**src/mrf_pkg.sv**
```systemverilog
package mrf_pkg;
	// register indices as printed; byte address is four times the index
	localparam logic [11:0] RX_ACCEPT_IDX = 12'h0104;
	localparam logic [11:0] TX_IRQ_EN_IDX = 12'h0106;
	localparam logic [11:0] STATION_0_IDX = 12'h0158;
	localparam logic [11:0] STATION_1_IDX = 12'h015A;
	localparam logic [11:0] STATION_2_IDX = 12'h015C;

	// identifier fields and reset values
	localparam logic [15:0] RX_ACCEPT_ID = 16'h0005;
	localparam logic [15:0] TX_IRQ_EN_ID = 16'h0007;
	localparam logic [15:0] RX_ACCEPT_RST = 16'h0005;
	localparam logic [15:0] TX_IRQ_EN_RST = 16'h0007;
	localparam logic [15:0] STATION_RST = 16'h0000;
	localparam logic [15:0] RX_ACCEPT_WMASK = 16'h7FC0;
	localparam logic [15:0] TX_IRQ_EN_WMASK = 16'hFF00;

	// receive acceptance control bit positions
	localparam int ACC_HASH_UNI = 6;
	localparam int ACC_EVERY = 7;
	localparam int ACC_GOOD = 8;
	localparam int ACC_HASH_GRP = 9;
	localparam int ACC_EXACT = 10;
	localparam int ACC_ALL_ONES = 11;
	localparam int ACC_BAD_CRC = 12;
	localparam int ACC_SHORT = 13;
	localparam int ACC_OVERSIZE = 14;

	// transmit interrupt enable bit positions
	localparam int IE_TX_DONE = 8;
	localparam int IE_LATE_COLL = 9;
	localparam int IE_OVERLONG = 10;
	localparam int IE_COLL_SEEN = 11;
	localparam int IE_RETRY_LO = 12;
	localparam int IE_RETRY_HI = 15;

	// frame length limits in bytes
	localparam logic [10:0] LEN_TINY = 11'h0008;
	localparam logic [10:0] LEN_MIN = 11'h0040;
	localparam logic [10:0] LEN_MAX = 11'h05EE;
	localparam logic [47:0] ALL_ONES_DEST = 48'hFFFF_FFFF_FFFF;
	localparam int GROUP_BIT = 40;

	// collision and jabber limits
	localparam logic [4:0] RETRY_LIMIT = 5'h10;
	localparam int CLK_HZ = 10_000_000;
	localparam int JABBER_MS = 26;
	localparam int JABBER_CYCLES = (CLK_HZ / 1000) * JABBER_MS;

	// receive frame status from the receive engine, valid with done
	typedef struct packed {
		logic done;
		logic [47:0] dest;
		logic hash_hit;
		logic crc_ok;
		logic [10:0] length;
	} mrf_rx_frame_type;

	// transmit events from the transmit engine
	typedef struct packed {
		logic active;
		logic collision;
		logic late_collision;
		logic packet_end;
	} mrf_tx_event_type;

	// optional initial values from the configuration eeprom
	typedef struct packed {
		logic load;
		logic [15:0] rx_accept;
		logic [15:0] tx_irq_en;
	} mrf_eeprom_type;
endpackage

```
**src/mrf_config.sv**
```systemverilog
// Behaviour
// - receive acceptance control reads 000101 in bits 5:0
// - bit 6 accepts unicast destinations passing the hash filter
// - bit 7 accepts every destination
// - bit 8 accepts good-CRC frames of 64 to 1518 bytes
// - bit 9 accepts multicast destinations passing the hash filter
// - bit A accepts exact match with the six-byte station address
// - bit B accepts the all-ones broadcast destination
// - bit C accepts address-passing bad-CRC frames, else discards them
// - bit D accepts address-passing frames under 64 bytes
// - frames under 8 bytes are always discarded
// - bit E accepts oversize frames truncated to 1518, else discards
// - receive acceptance control resets to 0x0005
// - reset values stay unless an eeprom is present and loads
// - transmit interrupt enables read 000111 in bits 5:0
// - bit 8 interrupts on completed transmit; clear enables suppress
// - late collision forces bad CRC, terminates, interrupts if bit 9
// - bit A interrupts when transmit exceeds about 26 ms
// - bit B interrupts at packet end if any collision happened
// - sixteen collisions abandon packet; bits F:C enable interrupt
// - transmit interrupt enables reset to 0x0007
//
// Our own choice: the Avalon-MM register port.
`timescale 1ns/1ns
`default_nettype none
module mrf_config #(
	parameter int JABBER_LIMIT = mrf_pkg::JABBER_CYCLES
) (
	input wire logic core_clk_in, // 10 MHz system clock
	input wire logic nrst_in, // async reset, active low
	input wire logic ce_in, // clock enable, freezes state when low
	input wire logic [11:0] avs_address_in, // avalon byte address
	input wire logic avs_read_in, // avalon read
	input wire logic avs_write_in, // avalon write
	input wire logic [31:0] avs_writedata_in, // avalon write data
	input wire logic [3:0] avs_byteenable_in, // avalon byte enables
	output logic [31:0] avs_readdata_out, // avalon read data
	output logic avs_waitrequest_out, // avalon wait request
	input wire logic eeprom_present_in, // configuration eeprom found
	input wire mrf_pkg::mrf_eeprom_type eeprom_in, // eeprom load
	input wire mrf_pkg::mrf_rx_frame_type rx_frame_in, // frame status
	input wire mrf_pkg::mrf_tx_event_type tx_event_in, // tx events
	output logic rx_verdict_out, // pulse: verdict valid
	output logic rx_accept_out, // frame kept, with verdict
	output logic rx_truncate_out, // keep first 1518 bytes only
	output logic tx_force_bad_crc_out, // pulse: corrupt CRC
	output logic tx_terminate_out, // pulse: stop transmission now
	output logic tx_abandon_out, // pulse: drop packet, no retry
	output logic tx_irq_out // pulse: enabled transmit interrupt
);
	import mrf_pkg::*;

	logic [15:0] rx_acc_q;
	logic [15:0] tx_ie_q;
	logic [47:0] station_q;
	logic wait_q;
	logic [15:0] rd_d;
	logic [11:0] idx;
	logic [15:0] wdata;
	logic [15:0] wmask;
	logic wr_now;

	// register index is the byte address over four
	assign idx = {2'b00, avs_address_in[11:2]};
	assign wdata = avs_writedata_in[15:0];
	assign wmask = {{8{avs_byteenable_in[1]}}, {8{avs_byteenable_in[0]}}};
	assign wr_now = avs_write_in & ~wait_q;

	// read mux; identifier bits are constant, unmapped words read zero
	always_comb begin
		rd_d = 16'h0000;
		case (idx)
			RX_ACCEPT_IDX: rd_d = (rx_acc_q & RX_ACCEPT_WMASK) | RX_ACCEPT_ID;
			TX_IRQ_EN_IDX: rd_d = (tx_ie_q & TX_IRQ_EN_WMASK) | TX_IRQ_EN_ID;
			STATION_0_IDX: rd_d = station_q[47:32];
			STATION_1_IDX: rd_d = station_q[31:16];
			STATION_2_IDX: rd_d = station_q[15:0];
			default: rd_d = 16'h0000;
		endcase
	end

	// bus handshake: one wait cycle, then a single cycle with wait low
	always_ff @(posedge core_clk_in or negedge nrst_in) begin
		if (!nrst_in) begin
			wait_q <= 1'b1;
			avs_readdata_out <= 32'h0000_0000;
		end else if (ce_in) begin
			if ((avs_read_in | avs_write_in) & wait_q) begin
				wait_q <= 1'b0;
				avs_readdata_out <= {16'h0000, rd_d};
			end else begin
				wait_q <= 1'b1;
			end
		end
	end
	assign avs_waitrequest_out = wait_q;

	// configuration registers; eeprom load only counts when one is present
	always_ff @(posedge core_clk_in or negedge nrst_in) begin
		if (!nrst_in) begin
			rx_acc_q <= RX_ACCEPT_RST;
			tx_ie_q <= TX_IRQ_EN_RST;
			station_q <= {STATION_RST, STATION_RST, STATION_RST};
		end else if (ce_in) begin
			if (eeprom_in.load & eeprom_present_in) begin
				rx_acc_q <= eeprom_in.rx_accept;
				tx_ie_q <= eeprom_in.tx_irq_en;
			end else if (wr_now) begin
				case (idx)
					RX_ACCEPT_IDX: rx_acc_q <= (rx_acc_q & ~wmask) | (wdata & wmask);
					// reserved 7:6 are masked at readback, so stray ones do no harm
					TX_IRQ_EN_IDX: tx_ie_q <= (tx_ie_q & ~wmask) | (wdata & wmask);
					STATION_0_IDX: station_q[47:32] <= (station_q[47:32] & ~wmask) | (wdata & wmask);
					STATION_1_IDX: station_q[31:16] <= (station_q[31:16] & ~wmask) | (wdata & wmask);
					STATION_2_IDX: station_q[15:0] <= (station_q[15:0] & ~wmask) | (wdata & wmask);
					default: ;
				endcase
			end
		end
	end

	// destination filter terms
	logic is_group;
	logic is_all_ones;
	logic addr_pass;
	logic len_tiny;
	logic len_short;
	logic len_over;
	logic frame_good;
	logic status_ok;
	logic accept_d;

	assign is_all_ones = rx_frame_in.dest == ALL_ONES_DEST;
	assign is_group = rx_frame_in.dest[GROUP_BIT];
	assign addr_pass = rx_acc_q[ACC_EVERY]
		| (rx_acc_q[ACC_HASH_UNI] & rx_frame_in.hash_hit & ~is_group)
		| (rx_acc_q[ACC_HASH_GRP] & rx_frame_in.hash_hit & is_group)
		| (rx_acc_q[ACC_EXACT] & (rx_frame_in.dest == station_q))
		| (rx_acc_q[ACC_ALL_ONES] & is_all_ones);

	// length and checksum classes; a frame may be bad in more than one way
	assign len_tiny = rx_frame_in.length < LEN_TINY;
	assign len_short = rx_frame_in.length < LEN_MIN;
	assign len_over = rx_frame_in.length > LEN_MAX;
	assign frame_good = rx_frame_in.crc_ok & ~len_short & ~len_over;
	always_comb begin
		status_ok = 1'b1;
		if (frame_good) begin
			status_ok = rx_acc_q[ACC_GOOD];
		end else begin
			if (!rx_frame_in.crc_ok) begin
				status_ok = status_ok & rx_acc_q[ACC_BAD_CRC];
			end
			if (len_short) begin
				status_ok = status_ok & rx_acc_q[ACC_SHORT];
			end
			if (len_over) begin
				status_ok = status_ok & rx_acc_q[ACC_OVERSIZE];
			end
		end
	end
	assign accept_d = addr_pass & status_ok & ~len_tiny;

	// one verdict per finished frame, registered
	always_ff @(posedge core_clk_in or negedge nrst_in) begin
		if (!nrst_in) begin
			rx_verdict_out <= 1'b0;
			rx_accept_out <= 1'b0;
			rx_truncate_out <= 1'b0;
		end else if (ce_in) begin
			rx_verdict_out <= rx_frame_in.done;
			if (rx_frame_in.done) begin
				rx_accept_out <= accept_d;
				rx_truncate_out <= accept_d & len_over;
			end
		end
	end

	// transmit watch: collision count and jabber timer per packet
	logic [4:0] coll_q;
	logic [31:0] jab_q;
	logic jab_hit;
	logic retry_hit;
	logic retry_en;

	assign retry_en = |tx_ie_q[IE_RETRY_HI:IE_RETRY_LO];
	assign retry_hit = tx_event_in.collision & (coll_q == RETRY_LIMIT - 5'h01);
	assign jab_hit = tx_event_in.active & (jab_q == JABBER_LIMIT - 1);

	// count normal collisions; cleared at packet end or at abandon
	always_ff @(posedge core_clk_in or negedge nrst_in) begin
		if (!nrst_in) begin
			coll_q <= 5'h00;
		end else if (ce_in) begin
			if (tx_event_in.packet_end | retry_hit) begin
				coll_q <= 5'h00;
			end else if (tx_event_in.collision) begin
				coll_q <= coll_q + 5'h01;
			end
		end
	end

	// jabber timer runs while transmitting and parks at the limit
	always_ff @(posedge core_clk_in or negedge nrst_in) begin
		if (!nrst_in) begin
			jab_q <= 32'h0000_0000;
		end else if (ce_in) begin
			if (!tx_event_in.active) begin
				jab_q <= 32'h0000_0000;
			end else if (jab_q < JABBER_LIMIT) begin
				jab_q <= jab_q + 32'h0000_0001;
			end
		end
	end

	// transmit actions and the gated interrupt pulse
	always_ff @(posedge core_clk_in or negedge nrst_in) begin
		if (!nrst_in) begin
			tx_force_bad_crc_out <= 1'b0;
			tx_terminate_out <= 1'b0;
			tx_abandon_out <= 1'b0;
			tx_irq_out <= 1'b0;
		end else if (ce_in) begin
			tx_force_bad_crc_out <= tx_event_in.late_collision;
			tx_terminate_out <= tx_event_in.late_collision | jab_hit;
			tx_abandon_out <= retry_hit;
			tx_irq_out <= (tx_ie_q[IE_TX_DONE] & tx_event_in.packet_end)
				| (tx_ie_q[IE_LATE_COLL] & tx_event_in.late_collision)
				| (tx_ie_q[IE_OVERLONG] & jab_hit)
				| (tx_ie_q[IE_COLL_SEEN] & tx_event_in.packet_end
					& (coll_q != 5'h00))
				| (retry_en & retry_hit);
		end
	end
endmodule
`default_nettype wire

```
**config.mk**
```make
export PLATFORM = sky130hd
export DESIGN_NAME = mrf_config
export DESIGN_NICKNAME = d
export VERILOG_FILES = /design/src/mrf_pkg.sv /design/src/mrf_config.sv
export SDC_FILE = /design/constraint.sdc
export NUM_CORES = 1
export LEC_CHECK = 0
export ABC_AREA = 1
export BUFFER_PORTS_ARGS = -buffer_cell sky130_fd_sc_hd__buf_2
export CORE_MARGIN = 2
export CORE_UTILIZATION = 58
export DETAILED_ROUTE_END_ITERATION = 8
export GPL_TIMING_DRIVEN = 0
export PLACE_DENSITY = 0.86
export SYNTH_ARGS = -nofsm -noshare
export SYNTH_HDL_FRONTEND = slang
export SYNTH_SLANG_ARGS = --single-unit
```
**constraint.sdc**
```tcl
create_clock -name core_clk_in -period 2.4 [get_ports core_clk_in]
set_input_delay 0.12 -clock core_clk_in [delete_from_list [all_inputs] [get_ports core_clk_in]]
set_output_delay 0.12 -clock core_clk_in [all_outputs]
set_load 0.05 [all_outputs]
```
==> impl_results.html <==
<table>
<tr><th>Metric</th><th>Value</th></tr>
<tr><th colspan="2">Run status</th></tr>
<tr><td>Status</td><td>finished, final reports clean</td></tr>
<tr><th colspan="2">STA</th></tr>
<tr><td>Final WS setup</td><td>roughly 0.46 ns</td></tr>
<tr><td>Final period util</td><td>0.808</td></tr>
<tr><td>Number of slew-limit violations in the final report</td><td>0</td></tr>
<tr><td>Clock period minus final worst setup slack</td><td>slightly below 2 ns</td></tr>
<tr><td>Hold slack final</td><td>about 0.011 ns</td></tr>
<tr><td>Worst-Margin Slew</td><td>0.568 ns</td></tr>
<tr><td>Relative slew margins</td><td>0.621</td></tr>
<tr><td>Max Freq</td><td>around 520 MHz</td></tr>
<tr><td>Setup skew after layout</td><td>0.0116 ns</td></tr>
<tr><td>Setup-failing EPs final</td><td>0</td></tr>
<tr><td>Fin. Hold Viols</td><td>0</td></tr>
<tr><td>RSZ-0062 raised after global routing</td><td>no</td></tr>
<tr><th colspan="2">Critical path</th></tr>
<tr><td>WP data required</td><td>between 2 and 3 ns</td></tr>
<tr><td>Critical path capture point type</td><td>register</td></tr>
<tr><td>Startpoint type of the worst setup path</td><td>register</td></tr>
<tr><td>Arr. time, crit path</td><td>roughly 2.3 ns</td></tr>
<tr><td>Worst-path maximum fanout</td><td>10</td></tr>
<tr><td>Crit path kind</td><td>register to register</td></tr>
<tr><th colspan="2">Final layout</th></tr>
<tr><td>Most frequent cells in the layout</td><td>337 x nand2_1, 146 x buf_2, 131 x inv_1</td></tr>
<tr><td>Syn-to-layout area delta</td><td>22.7%</td></tr>
<tr><td>Count of antenna diodes in the layout</td><td>0</td></tr>
<tr><td>Fillers</td><td>between 1,000 and 1,500</td></tr>
<tr><td>Post-layout util</td><td>0.724</td></tr>
<tr><td>Commonest non-fill, non-tap cell in the layout</td><td>nand2_1</td></tr>
<tr><td>Final instance area</td><td>around 9100 sq um</td></tr>
<tr><td>Fraction of final layout cells sized beyond drive strength 1</td><td>0.197</td></tr>
<tr><td>Final net count</td><td>1,386</td></tr>
<tr><th colspan="2">Synthesis</th></tr>
<tr><td>Async set or reset register ratio after synthesis</td><td>1.00</td></tr>
<tr><td>Unique cell type count in the Yosys netlist</td><td>43</td></tr>
<tr><td>Ys flop type</td><td>dfrtp_1</td></tr>
<tr><td>Mapped Cells</td><td>1,043</td></tr>
<tr><td>Post-synth EDFFs</td><td>0</td></tr>
<tr><td>Number of flip-flops and latches in the synthesized netlist</td><td>roughly 130</td></tr>
<tr><td>Post-synthesis instance area</td><td>roughly 7400 sq um</td></tr>
<tr><td>Yosys warns</td><td>0</td></tr>
<tr><td>Post-synthesis sequential area ratio</td><td>0.425</td></tr>
<tr><td>Mean post-synth cell area</td><td>~7.1 sq um</td></tr>
<tr><th colspan="2">Floorplan</th></tr>
<tr><td>Starting utilization of the core area</td><td>0.590</td></tr>
<tr><td>DIE WIDTH</td><td>around 120 um</td></tr>
<tr><td>Area of the core</td><td>12,600 sq um</td></tr>
<tr><td>I/O pin cnt</td><td>a little under 200</td></tr>
<tr><td>Chip Height</td><td>around 120 um</td></tr>
<tr><td>Num rows</td><td>just over 40</td></tr>
<tr><td>Total Die Area</td><td>13,700 sq um</td></tr>
<tr><th colspan="2">GRT</th></tr>
<tr><td>Wire length of the first global-routing pass</td><td>between 30,000 and 40,000 um</td></tr>
<tr><td>Total congestion overflow after global routing</td><td>0</td></tr>
<tr><td>Number of global-route vias before repair</td><td>6,920</td></tr>
<tr><td>Antenna violations before repair</td><td>0</td></tr>
<tr><td>All-layer global routing usage</td><td>0.338</td></tr>
<tr><td>Maximum number of pins on one net before global-route repair</td><td>just under 100</td></tr>
<tr><th colspan="2">Placement</th></tr>
<tr><td>Gpl congestion</td><td>between 0.9 and 1</td></tr>
<tr><td>Total placed instance area</td><td>around 8400 sq um</td></tr>
<tr><td>Setup slack after placement</td><td>around 0.44 ns</td></tr>
<tr><td>Number of input and output port buffers inserted</td><td>roughly 140</td></tr>
<tr><td>Dpl hpwl</td><td>17,200 um</td></tr>
<tr><th colspan="2">Hold path</th></tr>
<tr><td>Path type of the worst min-delay path</td><td>input pin to register</td></tr>
<tr><th colspan="2">Detailed routing</th></tr>
<tr><td>DR iter-0 viols</td><td>616</td></tr>
<tr><td>Via density per instance</td><td>5.31</td></tr>
<tr><td>Average wire length per cell after detail routing</td><td>approximately 16 um</td></tr>
<tr><td>DRC violations left</td><td>0</td></tr>
<tr><td>Total wirelength of the detailed-routed design</td><td>between 20,000 and 25,000 um</td></tr>
<tr><td>Number of detailed-routing iterations run before antenna repair</td><td>5</td></tr>
<tr><td>Antenna Nets Post-Route</td><td>0</td></tr>
<tr><td>Detailed-route via count</td><td>7,505</td></tr>
<tr><th colspan="2">Clock tree</th></tr>
<tr><td>Clock Tree Buf Depth</td><td>2</td></tr>
<tr><td>Clock tree root driver cell</td><td>clkbuf_16</td></tr>
<tr><td>CTS tree</td><td>built</td></tr>
<tr><td>Insertion delay to the later sink of the worst-skew pair</td><td>~0.43 ns</td></tr>
<tr><td>Number of clock buffers inserted by TritonCTS</td><td>17</td></tr>
<tr><td>Resized Gates After CTS</td><td>0</td></tr>
<tr><td>Htree depth</td><td>4</td></tr>
<tr><td>Sinks on the clock net</td><td>between 100 and 150</td></tr>
<tr><td>Clock transition at the registers of the reported paths</td><td>about 0.06 ns</td></tr>
<tr><th colspan="2">Job</th></tr>
<tr><td>Count of max-cap constraint violations</td><td>0</td></tr>
<tr><th colspan="2">Power and ir drop</th></tr>
<tr><td>Pwr/cell area</td><td>approximately 620 nW/um^2</td></tr>
<tr><td>Max rail drop VDD</td><td>about 0.47 mV</td></tr>
<tr><td>Leakage power total</td><td>between 4 and 5 nW</td></tr>
</table>
==> worst paths after layout <==
| kind | start | end | slack (ns) | cells after the start |
|---|---|---|---|---|
| worst max register to register | jab_q[20]$_DFFE_PN0P_ | jab_q[10]$_DFFE_PN0P_ | 0.46 | 10 |
| worst max-delay path | jab_q[20]$_DFFE_PN0P_ | jab_q[10]$_DFFE_PN0P_ | 0.46 | 10 |
| max in group asynchronous | nrst_in | avs_waitrequest_out$_DFFE_PN1P_ | 1.46 | 3 |
| worst min-delay path | avs_writedata_in[8] | register | 0.01 | 3 |
| min in group asynchronous | nrst_in | asynchronous set/reset pin | 0.14 | 2 |
| worst min register to register | avs_readdata_out[2]$_DFFE_PN0P_ | avs_readdata_out[2]$_DFFE_PN0P_ | 0.47 | 2 |
==> cell type report <==
cell class / count / area [sq um] / area share
multi-input combinational: 758 / 3540 / 0.389
tap: 172 / 215 / 0.0237
timing repair buffer: 152 / 850 / 0.0934
clock inverter: 13 / 118 / 0.0129
clock buffer: 19 / 443 / 0.0487
buffer: 39 / 275 / 0.0303
sequential: 126 / 3150 / 0.347
inverter: 135 / 507 / 0.0557
==> kinds of logic (layout without fill, tap and decap cells) <==
logic type | after synthesis | count (layout) | synth area share
simple gates | 559 | 559 | 0.317
buf+inv | 174 | 358 | 0.105
compound gates | 158 | 158 | 0.121
flops | 126 | 126 | 0.425
xor+xnor | 21 | 21 | 0.0248
fa+ha+maj | 4 | 4 | 0.00675
other cells | 1 | 16 | 0.000506
==> Yosys cell counts, types with 2 or more instances <==
| cell type | number | area (sq um) |
|---|---|---|
| a21oi_1 | 36 | 180 |
| buf_2 | 8 | 40.0 |
| buf_4 | 17 | 128 |
| buf_6 | 6 | 67.6 |
| clkbuf_1 | 7 | 26.3 |
| dfrtp_1 | 125 | 3130 |
| ha_1 | 4 | 50.1 |
| inv_1 | 131 | 492 |
| inv_2 | 3 | 11.3 |
| nand2_1 | 337 | 1260 |
| nand2_2 | 2 | 12.5 |
| nand3_1 | 40 | 200 |
| nand3_2 | 4 | 40.0 |
| nand3_4 | 2 | 35.0 |
| nand4_1 | 10 | 62.6 |
| nor2_1 | 127 | 477 |
| nor2_4 | 3 | 33.8 |
| nor3_1 | 20 | 100 |
| nor3b_1 | 2 | 15.0 |
| nor4_1 | 2 | 12.5 |
| o2111ai_1 | 2 | 17.5 |
| o21ai_0 | 84 | 420 |
| o21ai_2 | 17 | 149 |
| o22ai_1 | 13 | 81.3 |
| or2_2 | 4 | 25.0 |
| xnor2_1 | 9 | 78.8 |
| xor2_1 | 12 | 105 |
==> power by group <==
group / total [mW] / switching, mW / internal (mW)
sequential: 2.35 / 0.0993 / 2.25
clock: 2.42 / 0.973 / 1.45
combinational: 0.910 / 0.622 / 0.288
==> routing by layer <==
layer / up-vias / GRT usage / wire [um]
met4: 0 / 0.169 / 862
met3: 79 / 0.0803 / 1860
met2: 368 / 0.546 / 10400
met1: 3420 / 0.427 / 9160
met5: - / 0 / 0
li1: 3638 / - / -
==> stage by stage <==
step / setup TNS (ns) / cells / total power, mW
after CTS: 0 / 1414 / 5.70
after global placement: -45.68 / 1369 / 3.24
after global routing: 0 / 1414 / 5.90
final: 0 / 1414 / 5.68
after detailed placement: 0 / 1370 / 3.27
after floorplan: 0 / 1058 / 2.91
==> critical path, stage by stage (launching register included) <==
cell and delay, ns:
dfrtp_1 0.37, nor2_1 0.10, nand4_1 0.10, nor3_1 0.43, nand2_1 0.11, nand2_1 0.09
nand2_2 0.13, inv_2 0.16, buf_2 0.24, nand2_1 0.08, nand2_1 0.06
==> what timing repair did <==
item | CTS | global route
hold buffers | 12 | 0
endpoints found under the setup margin | 0 | 0
hold endpoints to repair | 137 | 0
setup buffers | 0 | 0
Power figures use the tool's default switching activity.
